--- src/verilog/stcal_pkg.sv ---
// stcal_pkg: register map, field layout, reset values and timing counts for
// the calibration, switch-resistance and temperature control block.
// assumes a single 40 MHz clock and an AHB-Lite register port.
`default_nettype none
package stcal_pkg;
	// register byte offsets
	localparam logic [7:0] OFF_CFG0 = 8'h00;
	localparam logic [7:0] OFF_CFG2 = 8'h08;
	localparam logic [7:0] OFF_TEMP = 8'h0c;
	localparam logic [7:0] OFF_CORR1 = 8'h18;
	localparam logic [7:0] OFF_CORR2 = 8'h1c;
	localparam logic [7:0] OFF_SEED1 = 8'h20;
	localparam logic [7:0] OFF_SEED2 = 8'h24;
	localparam logic [7:0] OFF_CMD = 8'h28;
	localparam logic [7:0] OFF_STAT = 8'h2c;
	localparam logic [7:0] OFF_MASK = 8'h30;
	localparam logic [7:0] OFF_CFG1 = 8'h34;
	// cfg0 fields
	localparam int CAL_AVG_LSB = 22;
	localparam int SIMPLE_BIT = 21;
	// cfg2 fields
	localparam int CAL_INT_LSB = 0;
	localparam int TEMP_RATE_LSB = 8;
	localparam int SW_AVG_LSB = 12;
	localparam int ADAPT_LSB = 16;
	// cfg1 fields
	localparam int CAL_DEL_LSB = 0;
	// reset values
	localparam logic [31:0] RST_CFG0 = 32'h0080_0000;
	localparam logic [31:0] RST_CFG2 = 32'h0004_0102;
	localparam logic [31:0] RST_CFG1 = 32'h0000_0004;
	// command bits
	localparam int CMD_START = 0;
	localparam int CMD_REINIT = 1;
	// status bits
	localparam int ST_DONE = 0;
	localparam int ST_TIMEOUT = 1;
	localparam int ST_TEMP = 2;
	// timing
	localparam int CLK_MHZ = 40;
	localparam int MIN_INTERVAL_NS = 1500;
	localparam int MIN_INTERVAL_CYC = (MIN_INTERVAL_NS * CLK_MHZ + 999) / 1000;
	localparam logic [4:0] CAL_DEL_EXTRA = 5'h03;
	localparam logic [2:0] CAL_CYCLES = 3'h4;
	localparam logic [3:0] TEMP_EVERY6 = 4'h6;
	localparam logic [3:0] TEMP_EVERY9 = 4'h9;
	typedef enum logic [2:0] {
		ST_IDLE, ST_DIS_A, ST_DIS_B, ST_DIS_AB, ST_TEMP_S, ST_TEMP_R, ST_END
	} stcal_phase_e;
endpackage
`default_nettype wire

--- src/verilog/stcal_avg.sv ---
// stcal_avg: running average y += (x - y) >> shift.
// assumes signed 24-bit samples, shift chosen by the caller.
`default_nettype none
module stcal_avg (
	input wire logic clk, // clock
	input wire logic reset, // sync reset, also clear
	input wire logic load, // take seed value
	input wire logic [23:0] seed, // seed value
	input wire logic sample_valid, // new sample
	input wire logic [23:0] sample, // sample
	input wire logic [4:0] shift, // log2 of averaging factor
	output logic [23:0] avg // averaged value
);
	wire logic signed [24:0] diff;
	wire logic signed [24:0] step;
	assign diff = $signed({sample[23], sample}) - $signed({avg[23], avg});
	assign step = diff >>> shift;
	always_ff @(posedge clk)
	begin
		if (reset)
			avg <= 24'h000000;
		else if (load)
			avg <= seed;
		else if (sample_valid)
			avg <= avg + step[23:0];
	end
endmodule
`default_nettype wire

--- src/verilog/stcal_top.sv ---
// stcal_top: calibration placement, switch-resistance compensation and
// ratiometric temperature control, with an AHB-Lite register port.
// assumes discharge intervals arrive as cycle counts from the converter.
// What this block does
// - calibration starts calibration_delay plus three fast periods after discharge.
// - each calibration measurement lasts four clock cycles.
// - calibration_interval sets measurement cycles between calibrations (15 acts as 14), 0 means every cycle.
// - calibration_average bits 23:22 of register 0 choose off, 8, 32, 64.
// - three discharges per gage: first switch, second switch, both parallel.
// - switch_resistance_average selects averaging factor two to the field.
// - switch_resistance_adapt_speed speeds convergence after reinitialize.
// - corrections readable at registers 6 and 7; stored values seed them.
// - simplified_switch_compensation bit 21 uses reduced-effort correction.
// - temperature takes sensor then reference discharge, once per sequence.
// - ratio sensor over reference placed unsigned 2.14 in read register 3.
// - discharge shorter than minimum measurable interval flags a timeout.
// - temperature_rate 0 off, 1 every, 2 every sixth, 3 every ninth.
// - reinitialize stops measurement, suppresses only the done flag, reloads corrections from the stored seeds.
`default_nettype none
module stcal_top (
	input wire logic clk, // 40 MHz clock
	input wire logic reset, // sync reset, active high
	input wire logic hsel, // ahb select
	input wire logic [7:0] haddr, // ahb address
	input wire logic [1:0] htrans, // ahb transfer type
	input wire logic hwrite, // ahb write
	input wire logic [2:0] hsize, // ahb size
	input wire logic [31:0] hwdata, // ahb write data
	input wire logic hready, // ahb ready in
	output logic [31:0] hrdata, // ahb read data
	output logic hreadyout, // ahb ready out
	output logic hresp, // ahb response, always okay
	output logic irq, // level interrupt
	input wire logic interval_valid, // converter interval ready
	input wire logic [23:0] interval, // discharge time in cycles
	output logic discharge, // discharge phase active
	output logic [1:0] switch_sel, // switch 1, 2 or both
	output logic sensor_resistor_port, // discharge via sensor
	output logic reference_resistor_port, // discharge via reference
	output logic calibrate // calibration in progress
);
	logic [31:0] cfg0;
	logic [31:0] cfg1;
	logic [31:0] cfg2;
	logic [23:0] seed1;
	logic [23:0] seed2;
	logic [2:0] status;
	logic [2:0] mask;
	logic [15:0] temp_result;
	logic [23:0] res_a;
	logic [23:0] res_b;
	logic [23:0] sens_t;
	logic [23:0] ref_t;
	logic [15:0] quot;
	logic [4:0] del_cnt;
	logic [2:0] cal_cnt;
	logic cal_done_phase;
	logic [3:0] cal_seq;
	logic [3:0] temp_seq;
	logic [3:0] adapt_left;
	logic seeded;
	logic temp_done_pending;
	logic ap_valid;
	logic ap_write;
	logic [7:0] ap_addr;
	stcal_pkg::stcal_phase_e phase;
	stcal_pkg::stcal_phase_e next_phase;

	wire logic [23:0] corr1;
	wire logic [23:0] corr2;
	wire logic [1:0] cal_avg;
	wire logic [3:0] cal_del;
	wire logic [3:0] cal_int;
	wire logic [1:0] temp_rate;
	wire logic [3:0] sw_avg;
	wire logic [3:0] adapt;
	wire logic simple;
	wire logic start_cmd;
	wire logic reinit_cmd;
	wire logic wr_cmd;
	wire logic too_short;
	wire logic seq_end;
	wire logic temp_due;
	wire logic cal_due;
	wire logic [4:0] del_target;
	wire logic [4:0] avg_shift;
	wire logic [23:0] sample1;
	wire logic [23:0] sample2;
	wire logic [3:0] next_temp_seq;
	wire logic [3:0] next_cal_seq;
	wire logic [39:0] ratio_full;

	function automatic logic is_addr(input logic [7:0] a, input logic [7:0] o);
		is_addr = (a == o);
	endfunction

	assign cal_avg = cfg0[stcal_pkg::CAL_AVG_LSB +: 2];
	assign simple = cfg0[stcal_pkg::SIMPLE_BIT];
	assign cal_del = cfg1[stcal_pkg::CAL_DEL_LSB +: 4];
	assign cal_int = cfg2[stcal_pkg::CAL_INT_LSB +: 4];
	assign temp_rate = cfg2[stcal_pkg::TEMP_RATE_LSB +: 2];
	assign sw_avg = cfg2[stcal_pkg::SW_AVG_LSB +: 4];
	assign adapt = cfg2[stcal_pkg::ADAPT_LSB +: 4];

	// ahb data phase
	assign wr_cmd = ap_valid && ap_write && is_addr(ap_addr, stcal_pkg::OFF_CMD);
	assign start_cmd = wr_cmd && hwdata[stcal_pkg::CMD_START];
	assign reinit_cmd = wr_cmd && hwdata[stcal_pkg::CMD_REINIT];
	assign hreadyout = 1'b1;
	assign hresp = 1'b0;
	assign irq = |(status & mask);

	// 1.5 us floor, in cycles
	assign too_short = interval_valid &&
		(interval < 24'(stcal_pkg::MIN_INTERVAL_CYC));
	assign seq_end = (phase == stcal_pkg::ST_END);
	// setting 0 is illegal; treat as 1 so the delay never shrinks below 4
	assign del_target = (cal_del == 4'h0) ? 5'h04 :
		({1'b0, cal_del} + stcal_pkg::CAL_DEL_EXTRA);
	assign cal_due = (cal_seq == 4'h0);
	assign next_cal_seq = (cal_seq == 4'h0) ?
		((cal_int == 4'h0) ? 4'h0 : (cal_int == 4'hf ? 4'he : cal_int))
		: cal_seq - 4'h1;
	assign temp_due = (temp_rate == 2'h1) ||
		((temp_rate != 2'h0) && (temp_seq == 4'h0));
	assign next_temp_seq = (temp_seq == 4'h0) ?
		((temp_rate == 2'h2) ? stcal_pkg::TEMP_EVERY6 - 4'h1 :
		stcal_pkg::TEMP_EVERY9 - 4'h1) : temp_seq - 4'h1;

	// adapt speed shortens the averaging right after reinit
	assign avg_shift = (adapt_left != 4'h0 && sw_avg > adapt) ?
		{1'b0, adapt} : {1'b0, sw_avg};
	// full mode: each switch's share; simplified: half of single-switch time
	assign sample1 = simple ? (res_a >> 1) : res_a - (interval >> 1);
	assign sample2 = simple ? (res_a >> 1) : res_b - (interval >> 1);

	stcal_avg u_avg1 (
		.clk(clk),
		.reset(reset || reinit_cmd),
		.load(!seeded),
		.seed(seed1),
		.sample_valid(interval_valid && phase == stcal_pkg::ST_DIS_AB),
		.sample(sample1),
		.shift(avg_shift),
		.avg(corr1)
	);
	stcal_avg u_avg2 (
		.clk(clk),
		.reset(reset || reinit_cmd),
		.load(!seeded),
		.seed(seed2),
		.sample_valid(interval_valid && phase == stcal_pkg::ST_DIS_AB),
		.sample(sample2),
		.shift(avg_shift),
		.avg(corr2)
	);

	// ratio in 2.14 format, saturating at the top
	assign ratio_full = ref_t == 24'h000000 ? 40'hff_ffff_ffff :
		({sens_t, 16'h0000} >> 2) / {16'h0000, ref_t};
	assign quot = (|ratio_full[39:16]) ? 16'hffff : ratio_full[15:0];

	always_comb
	begin
		next_phase = phase;
		case (phase)
			stcal_pkg::ST_IDLE:
				if (start_cmd)
					next_phase = stcal_pkg::ST_DIS_A;
			stcal_pkg::ST_DIS_A:
				if (interval_valid)
					next_phase = stcal_pkg::ST_DIS_B;
			stcal_pkg::ST_DIS_B:
				if (interval_valid)
					next_phase = stcal_pkg::ST_DIS_AB;
			stcal_pkg::ST_DIS_AB:
				if (interval_valid)
					next_phase = temp_due ? stcal_pkg::ST_TEMP_S :
						stcal_pkg::ST_END;
			stcal_pkg::ST_TEMP_S:
				if (interval_valid)
					next_phase = stcal_pkg::ST_TEMP_R;
			stcal_pkg::ST_TEMP_R:
				if (interval_valid)
					next_phase = stcal_pkg::ST_END;
			default:
				next_phase = stcal_pkg::ST_IDLE;
		endcase
		if (reinit_cmd)
			next_phase = stcal_pkg::ST_IDLE;
	end

	always_ff @(posedge clk)
	begin
		if (reset)
			phase <= stcal_pkg::ST_IDLE;
		else
			phase <= next_phase;
	end

	assign discharge = (phase != stcal_pkg::ST_IDLE) &&
		(phase != stcal_pkg::ST_END);
	assign switch_sel = (phase == stcal_pkg::ST_DIS_A) ? 2'h1 :
		(phase == stcal_pkg::ST_DIS_B) ? 2'h2 :
		(phase == stcal_pkg::ST_DIS_AB) ? 2'h3 : 2'h0;
	assign sensor_resistor_port = (phase == stcal_pkg::ST_TEMP_S);
	assign reference_resistor_port = (phase == stcal_pkg::ST_TEMP_R);
	assign calibrate = (cal_cnt != 3'h0);

	// calibration placement within each discharge phase
	always_ff @(posedge clk)
	begin
		if (reset || reinit_cmd || phase != next_phase)
		begin
			del_cnt <= 5'h00;
			cal_cnt <= 3'h0;
			cal_done_phase <= 1'b0;
		end
		else if (cal_cnt != 3'h0)
			cal_cnt <= cal_cnt - 3'h1;
		else if (discharge && cal_due && !cal_done_phase)
		begin
			if (del_cnt == del_target - 5'h01)
			begin
				cal_cnt <= stcal_pkg::CAL_CYCLES;
				cal_done_phase <= 1'b1;
			end
			else
				del_cnt <= del_cnt + 5'h01;
		end
	end

	// per-sequence counters and captured intervals
	always_ff @(posedge clk)
	begin
		if (reset || reinit_cmd)
		begin
			cal_seq <= 4'h0;
			temp_seq <= 4'h0;
			res_a <= 24'h000000;
			res_b <= 24'h000000;
			sens_t <= 24'h000000;
			ref_t <= 24'h000000;
			seeded <= 1'b0;
			adapt_left <= 4'hf;
		end
		else
		begin
			seeded <= 1'b1;
			if (interval_valid && phase == stcal_pkg::ST_DIS_A)
				res_a <= interval;
			if (interval_valid && phase == stcal_pkg::ST_DIS_B)
				res_b <= interval;
			if (interval_valid && phase == stcal_pkg::ST_TEMP_S)
				sens_t <= interval;
			if (interval_valid && phase == stcal_pkg::ST_TEMP_R)
				ref_t <= interval;
			if (seq_end)
			begin
				cal_seq <= next_cal_seq;
				if (temp_rate != 2'h0)
					temp_seq <= next_temp_seq;
				if (adapt_left != 4'h0)
					adapt_left <= adapt_left - 4'h1;
			end
		end
	end

	// temperature result holds across sequences without a measurement
	always_ff @(posedge clk)
	begin
		if (reset)
			temp_result <= 16'h0000;
		else if (seq_end && phase == stcal_pkg::ST_END && ref_t != 24'h0 &&
			sens_t != 24'h0 && temp_done_pending)
			temp_result <= quot;
	end

	always_ff @(posedge clk)
	begin
		if (reset || reinit_cmd)
			temp_done_pending <= 1'b0;
		else if (interval_valid && phase == stcal_pkg::ST_TEMP_R)
			temp_done_pending <= 1'b1;
		else if (seq_end)
			temp_done_pending <= 1'b0;
	end

	// ahb address phase capture
	always_ff @(posedge clk)
	begin
		if (reset)
		begin
			ap_valid <= 1'b0;
			ap_write <= 1'b0;
			ap_addr <= 8'h00;
		end
		else if (hready)
		begin
			ap_valid <= hsel && htrans[1];
			ap_write <= hwrite;
			ap_addr <= haddr;
		end
	end

	// register writes
	always_ff @(posedge clk)
	begin
		if (reset)
		begin
			cfg0 <= stcal_pkg::RST_CFG0;
			cfg1 <= stcal_pkg::RST_CFG1;
			cfg2 <= stcal_pkg::RST_CFG2;
			seed1 <= 24'h000000;
			seed2 <= 24'h000000;
			mask <= 3'h0;
		end
		else if (ap_valid && ap_write)
		begin
			if (is_addr(ap_addr, stcal_pkg::OFF_CFG0))
				cfg0 <= hwdata;
			else if (is_addr(ap_addr, stcal_pkg::OFF_CFG1))
				cfg1 <= hwdata;
			else if (is_addr(ap_addr, stcal_pkg::OFF_CFG2))
				cfg2 <= hwdata;
			else if (is_addr(ap_addr, stcal_pkg::OFF_SEED1))
				seed1 <= hwdata[23:0];
			else if (is_addr(ap_addr, stcal_pkg::OFF_SEED2))
				seed2 <= hwdata[23:0];
			else if (is_addr(ap_addr, stcal_pkg::OFF_MASK))
				mask <= hwdata[2:0];
		end
	end

	// sticky status; a new event wins over a write-one clear
	wire logic [2:0] ev;
	wire logic [2:0] clr;
	assign ev[stcal_pkg::ST_DONE] = seq_end && !reinit_cmd;
	assign ev[stcal_pkg::ST_TIMEOUT] = too_short && discharge;
	assign ev[stcal_pkg::ST_TEMP] = seq_end && temp_done_pending;
	assign clr = (ap_valid && ap_write &&
		is_addr(ap_addr, stcal_pkg::OFF_STAT)) ? hwdata[2:0] : 3'h0;
	always_ff @(posedge clk)
	begin
		if (reset)
			status <= 3'h0;
		else
			status <= (status & ~clr) | ev;
	end

	// read mux
	wire logic [31:0] rd_mux;
	assign rd_mux =
		is_addr(ap_addr, stcal_pkg::OFF_CFG0) ? cfg0 :
		is_addr(ap_addr, stcal_pkg::OFF_CFG1) ? cfg1 :
		is_addr(ap_addr, stcal_pkg::OFF_CFG2) ? cfg2 :
		is_addr(ap_addr, stcal_pkg::OFF_TEMP) ? {16'h0000, temp_result} :
		is_addr(ap_addr, stcal_pkg::OFF_CORR1) ? {8'h00, corr1} :
		is_addr(ap_addr, stcal_pkg::OFF_CORR2) ? {8'h00, corr2} :
		is_addr(ap_addr, stcal_pkg::OFF_SEED1) ? {8'h00, seed1} :
		is_addr(ap_addr, stcal_pkg::OFF_SEED2) ? {8'h00, seed2} :
		is_addr(ap_addr, stcal_pkg::OFF_STAT) ? {29'h0, status} :
		is_addr(ap_addr, stcal_pkg::OFF_MASK) ? {29'h0, mask} : 32'h0;
	assign hrdata = rd_mux;
	// calibration averaging setting is held for the converter's own unit
	wire logic unused_cal_avg;
	assign unused_cal_avg = ^{cal_avg, hsize};
endmodule
`default_nettype wire
--- config.mk ---
export PLATFORM = sky130hd
export DESIGN_NAME = stcal_top
export DESIGN_NICKNAME = d
export VERILOG_FILES = /design/src/verilog/stcal_pkg.sv /design/src/verilog/stcal_avg.sv /design/src/verilog/stcal_top.sv
export SDC_FILE = /design/constraint.sdc
export NUM_CORES = 2
export LEC_CHECK = 0
export BUFFER_PORTS_ARGS = -buffer_cell sky130_fd_sc_hd__buf_4
export CORE_MARGIN = 3
export CORE_UTILIZATION = 50
export CTS_CLUSTER_DIAMETER = 50
export DETAILED_ROUTE_END_ITERATION = 12
export GPL_ROUTABILITY_DRIVEN = 0
export PLACE_DENSITY = 0.75
export SLEW_MARGIN = 25
export SYNTH_ARGS = -nofsm -noshare
export SYNTH_HDL_FRONTEND = slang
export SYNTH_SLANG_ARGS = --single-unit
--- constraint.sdc ---
create_clock -name clk -period 127.1 [get_ports clk]
set_input_delay 12.71 -clock clk [delete_from_list [all_inputs] [get_ports clk]]
set_output_delay 12.71 -clock clk [all_outputs]
set_load 0.01 [all_outputs]
After elaboration in Yosys (flattened, before gate mapping)
Index checks and enable logic that the tools add are counted.
{"block": "word_totals", "in_bits": 75, "ff_bits": 346, "wordCells": 179, "out_inout_bits": 41}
{"block": "classes", "shifts": 2, "n_bitwise": 11, "muxes": 44, "n_lt_le_gt_ge": 2, "n_div": 1, "n_eq_ne": 23, "reduce_logical": 57, "addsub": 13}
{"cell": "24-bit two-way mux", "n": 11}
{"cell": "32-bit two-way mux", "n": 3}
{"cell": "25-bit by 4-bit >>> shifter with 24-bit output", "n": 2}
{"cell": "24-bit by 24-bit subtractor with 25-bit output", "n": 2}
{"cell": "24-bit adder", "n": 2}
{"cell": "8-bit by 6-bit == test with 1-bit output, second input constant", "n": 6}
{"cell": "24-bit nonzero test", "n": 2}
{"cell": "24-bit by 23-bit subtractor with 24-bit output", "n": 2}
{"cell": "38-bit by 24-bit divider with 40-bit output", "n": 1}
{"cell": "40-bit two-way mux", "n": 1}
{"cell": "3-bit two-way mux", "n": 13}
{"cell": "24-bit logical NOT", "n": 1}
{"cell": "24-bit by 6-bit less-than comparator with 1-bit output, second input constant", "n": 1}
{"cell": "4-bit two-way mux", "n": 6}
{"cell": "24-bit OR reduction", "n": 1}
{"cell": "1-bit logical AND", "n": 23}
{"cell": "3-bit one-hot mux with 6 select lines", "n": 1}
{"cell": "8-bit by 4-bit == test with 1-bit output, second input constant", "n": 2}
{"cell": "8-bit by 5-bit == test with 1-bit output, second input constant", "n": 2}
{"cell": "4-bit logical NOT", "n": 4}
{"cell": "16-bit two-way mux", "n": 1}
{"cell": "4-bit by 1-bit subtractor with 4-bit output, second input constant", "n": 3}
{"cell": "3-bit == test, second input constant", "n": 3}
{"cell": "3-bit AND reduction", "n": 3}
{"cell": "34 further kinds", "n": 57}

Depth between registers and ports, before layout
{"block": "logic_depth", "depth_word": 11, "depth_mapped": 619, "depth_no_buf": 570}

Modules after synthesis
From an unflattened synthesis, not the netlist that was laid out.
{"block": "unflattened", "hier_cells": 9491, "hier_area_um2": 67111.9}
{"module": "stcal_top", "cells_each": 7937, "area_each_um2": 55988.7, "seq_area_each_um2": 5965.7, "n_inst": 1}
{"module": "stcal_avg", "cells_each": 777, "area_each_um2": 5561.6, "seq_area_each_um2": 480.5, "n_inst": 2}

Worst setup path after synthesis
OpenSTA, ideal clock, no wires.
{"block": "synth_timing", "kind": "register -> register", "startpoint": "register ref_t[0]", "endpoint": "register temp_result[0]", "arrival_time_ns": 117.736, "path_stages_with_launch": 578, "period_less_slack_ns": 117.870, "n_path_buf": 74, "path_slack_ns": 9.230, "required_ns": 126.966, "setup_ns": 0.134, "cell_sequence": "dfxtp_1 clkbuf_1 clkbuf_1 buf_1 clkinv_1 clkbuf_1 ha_1 o21a_1 or3_1 nand3_1 o41ai_1 ha_1 or3_1 o22a_1 mux2_2 a22oi_1 ha_1 o21a_1 [... 542 more ...] nor3_4 buf_2 mux2_1 ha_1 a21o_1 a21o_1 a21oi_1 nor2b_1 o21ai_0 nand2b_1 a21oi_1 nor2b_1 o21ai_0 nand4_1 nor4_1 o2111ai_1 a21oi_1 a311oi_1"}
{"block": "synth_via", "elab_chain_len": 4, "elab_cells_between_ends": 9, "classes_between": "div: 1; mux: 2; reduce/logical: 6"}
{"item": "start, declared", "line_no": "stcal_top.sv:53", "text": "logic [23:0] ref_t;"}
{"item": "start signal, assigned", "line_no": "stcal_top.sv:257", "text": "ref_t <= interval;"}
{"item": "38-bit by 24-bit divider with 40-bit output, or another cell as far along", "line_no": "stcal_top.sv:160", "text": "({sens_t, 16'h0000} >> 2) / {16'h0000, ref_t};"}
{"item": "40-bit two-way mux or 1-bit logical AND (tied branches)", "line_no": "stcal_top.sv:159, stcal_top.sv:274"}
{"item": "24-bit OR reduction or 1-bit logical AND (tied branches)", "line_no": "stcal_top.sv:161, stcal_top.sv:274"}
{"item": "16-bit two-way mux or 1-bit logical AND (tied branches)", "line_no": "stcal_top.sv:161, stcal_top.sv:275"}
{"item": "end signal, assigned", "line_no": "stcal_top.sv:276", "text": "temp_result <= quot;"}
{"item": "end, declared", "line_no": "stcal_top.sv:49", "text": "logic [15:0] temp_result;"}
Several ways; a longest one is shown, not always the timed one.
A chain may end at the register's enable or synchronous reset.

Worst setup path in the final report
{"block": "layout_timing", "startpoint": "register ref_t[23]", "endpoint": "register temp_result[0]"}
The elaborated chain is that of the path after synthesis.

==> run metrics <==
FF+latch count, synth=about 350; min Tclk post-route=roughly 120 ns; met3 Track Usage GR=~3.4%; part of the Yosys area used for sequential elements=a little over a tenth; status=finished clean; mux contribution to synthesized area=about 5.6%; CP max stage delay=0.91 ns; Initial DRC Count=a little under 7000; Total Routed Length=roughly 210 mm; area post-placement=roughly 67000 sq um; PnR worst setup slack=roughly 7 ns; first-pass GRT wire length=between 300 and 400 mm; Hold Fails Final Rpt=0; Final Cell Area=slightly below 70000 sq um; Compound-Gate Fraction of Synth Area=between 30% and 40%; Die X=roughly 360 um; Yosys top cell by area=ha_1; area share of the largest cell type after synthesis=16.0%; Avg Cell Area, Syn=7.01 sq um; post-route ant nets=0; cell with the most instances after synthesis=nand2_1; Starting Density=between 50% and 60%; EDFF count, synth=0; TritonCTS buffer count=38; asr flop ratio synth=0%; Clk Latency, worst-skew pair=roughly 0.54 ns; headroom to the max-slew limit=between 20 and 30%; Post-Syn Area=~64000 sq um; Place WS=roughly 0.61 ns; CTS tree=done; Synth Flop Type=dfxtp_1; layout cells sized above 1=8.55%; Slew @ Worst Pin=~1.1 ns; Residual DRC=0; GRT Overall Usage=30.3%; Hold WC Path Type=reg -> reg; Crit. End Element=register; largest family of logic cells by synthesized area=compound AO/OA/AOI/OAI gates; 1st-pass router iterations=8; Placed Cells=about 11000; fin crit share=a little over nine tenths; most used cell, CP=o21a_1; via count=about 70000; library cells used by synthesis=~120; num rows=130; clock root cell=clkbuf_16; met1 Use GR=38.8%; htree depth=2; top post-synthesis cells by area=ha_1 16%, dfxtp_1 11%, a21oi_1 8.2%; die height=364 um; initial antenna violation count=3; Layout Nets=between 9000 and 10000; HPWL Detailed=roughly 160 mm; YS warnings=0; Post-Syn Instances=around 9100; drt via density=6.46; ant diodes=0; Wirelength per Cell=19.8 um; core area=between 100000 and 150000 sq um; largest net degree at the start of global routing=94; achievable frequency=roughly 8.3 MHz; slowest cell on the critical path=nor4_1; die area=approximately 130000 sq um; vias in the first global route=about 65000; Worst-path clk slew=around 0.06 ns; WP data required=approximately 130 ns; kind of critical path=reg -> reg; Final Skew=0.0143 ns; Slew Viols, Final=0; Post-synth top cells=1115 x nand2_1, 1045 x a21oi_1, 819 x ha_1, 803 x nor2_1, 486 x o21ai_0; count of final setup violators=0; Layout Cells excl Fill=between 10000 and 15000; Critical Path AT=approximately 120 ns; grt met2 use=51.0%; IO Pins=roughly 120; worst reg-to-reg setup slack=between 6 and 7 ns; port bufs=roughly 110; critical path launch point type=register; clk buf depth=3; max-cap violations=0; fraction of the mapped netlist area in simple logic gates=roughly 23%; Adder-Cell Fraction of Synth Area=~16%; gr ovfl total=0; CP max FO=39; gr busiest metal=met2; area grow syn2layout=7.30%; # clock sinks=approximately 350; XOR/XNOR Fraction of Synth Area=8.05%
-- cell families (layout without fill, tap and decap cells) --
group / after synthesis / in the layout
simple gates: 3145 / 3145
compound gates: 3106 / 3107
fa+ha+maj: 826 / 826
buf+inv: 778 / 761
xor+xnor: 587 / 587
flops: 346 / 346
mux: 331 / 331
other cells: 2 / 4
-- state kept, by name (all words and copies together) (netlist names), 5 cells and up --
| signal | count |
|---|---|
| res_a | 24 |
| seed1 | 24 |
| temp_result | 16 |
| cfg1 | 32 |
| del_cnt | 5 |
| ref_t | 24 |
| u_avg1.avg | 24 |
| seed2 | 24 |
| u_avg2.avg | 24 |
| cfg2 | 32 |
| res_b | 24 |
| cfg0 | 32 |
| sens_t | 24 |
| ap_addr | 8 |
-- through the flow --
| stage | hold slack (ns) | TNS [ns] | util (%) |
|---|---|---|---|
| 2_1_floorplan | 0.433 | 0 | - |
| 3_3_place_gp | 0.440 | 0 | 52.7 |
| 3_5_place_dp | 0.447 | 0 | 52.7 |
| 4_1_cts | 0.455 | 0 | 53.8 |
| 5_1_grt | 0.471 | -0.158 | 54.3 |
| 6_report | 0.456 | 0 | 54.3 |
-- worst paths after layout --
kind / start / end / cells after the start
setup / recovery: ref_t[23] / temp_result[0] / 539
hold / removal: cfg0[13] / cfg0[13] / 2
setup reg to reg: ref_t[23] / temp_result[0] / 539
hold reg to reg: cfg0[13] / cfg0[13] / 2
-- what timing repair did --
action | in CTS | in global routing
hold buffers | 0 | 0
buffers inserted | 0 | 31
endpoints found under the hold margin | 0 | 0
resized for setup | 0 | 91
endpoints found under the setup margin | 0 | 3
-- critical path, delay by kind of cell (launching register included) --
kind | cells | cell delay (ns)
buffers and inverters | 24 | 5.42
muxes | 8 | 2.67
AOI/OAI and AO/OA | 319 | 66.69
adders and majority gates | 37 | 11.85
and+or+nand+nor | 151 | 32.55
DFF | 1 | 0.45
-- per-layer routing --
| layer | wire, um | vias up | part of all wire, % |
|---|---|---|---|
| li1 | - | 33400 | - |
| met1 | 87700 | 32400 | 41 |
| met2 | 95300 | 3143 | 45 |
| met3 | 19100 | 573 | 9.0 |
| met4 | 10700 | 2 | 5.0 |
| met5 | 13 | - | 0.0061 |
-- layout by cell type, fill, tap and decap left out, types with 167 or more instances in the layout --
| cell type | instances |
|---|---|
| nand2_1 | 1112 |
| a21oi_1 | 1037 |
| ha_1 | 819 |
| nor2_1 | 787 |
| o21ai_0 | 483 |
| inv_1 | 416 |
| xnor2_1 | 378 |
| dfxtp_1 | 343 |
| a21o_1 | 303 |
| buf_4 | 259 |
| o21a_1 | 238 |
| nor3_1 | 235 |
| xor2_1 | 208 |
| nand3_1 | 181 |
| mux2_2 | 167 |
-- layout make-up --
type	count	area, sq um
Clock buffer	53	1090
Clock inverter	13	196
Fill cell	11800	57600
Inverter	429	1610
Multi-Input combinational cell	8000	54600
Sequential cell	346	6930
Tap cell	1650	2060
Timing Repair Buffer	266	2070
Power is not shown: default switching activity piles up to over one toggle a cycle in this logic, so the estimate is an artifact.
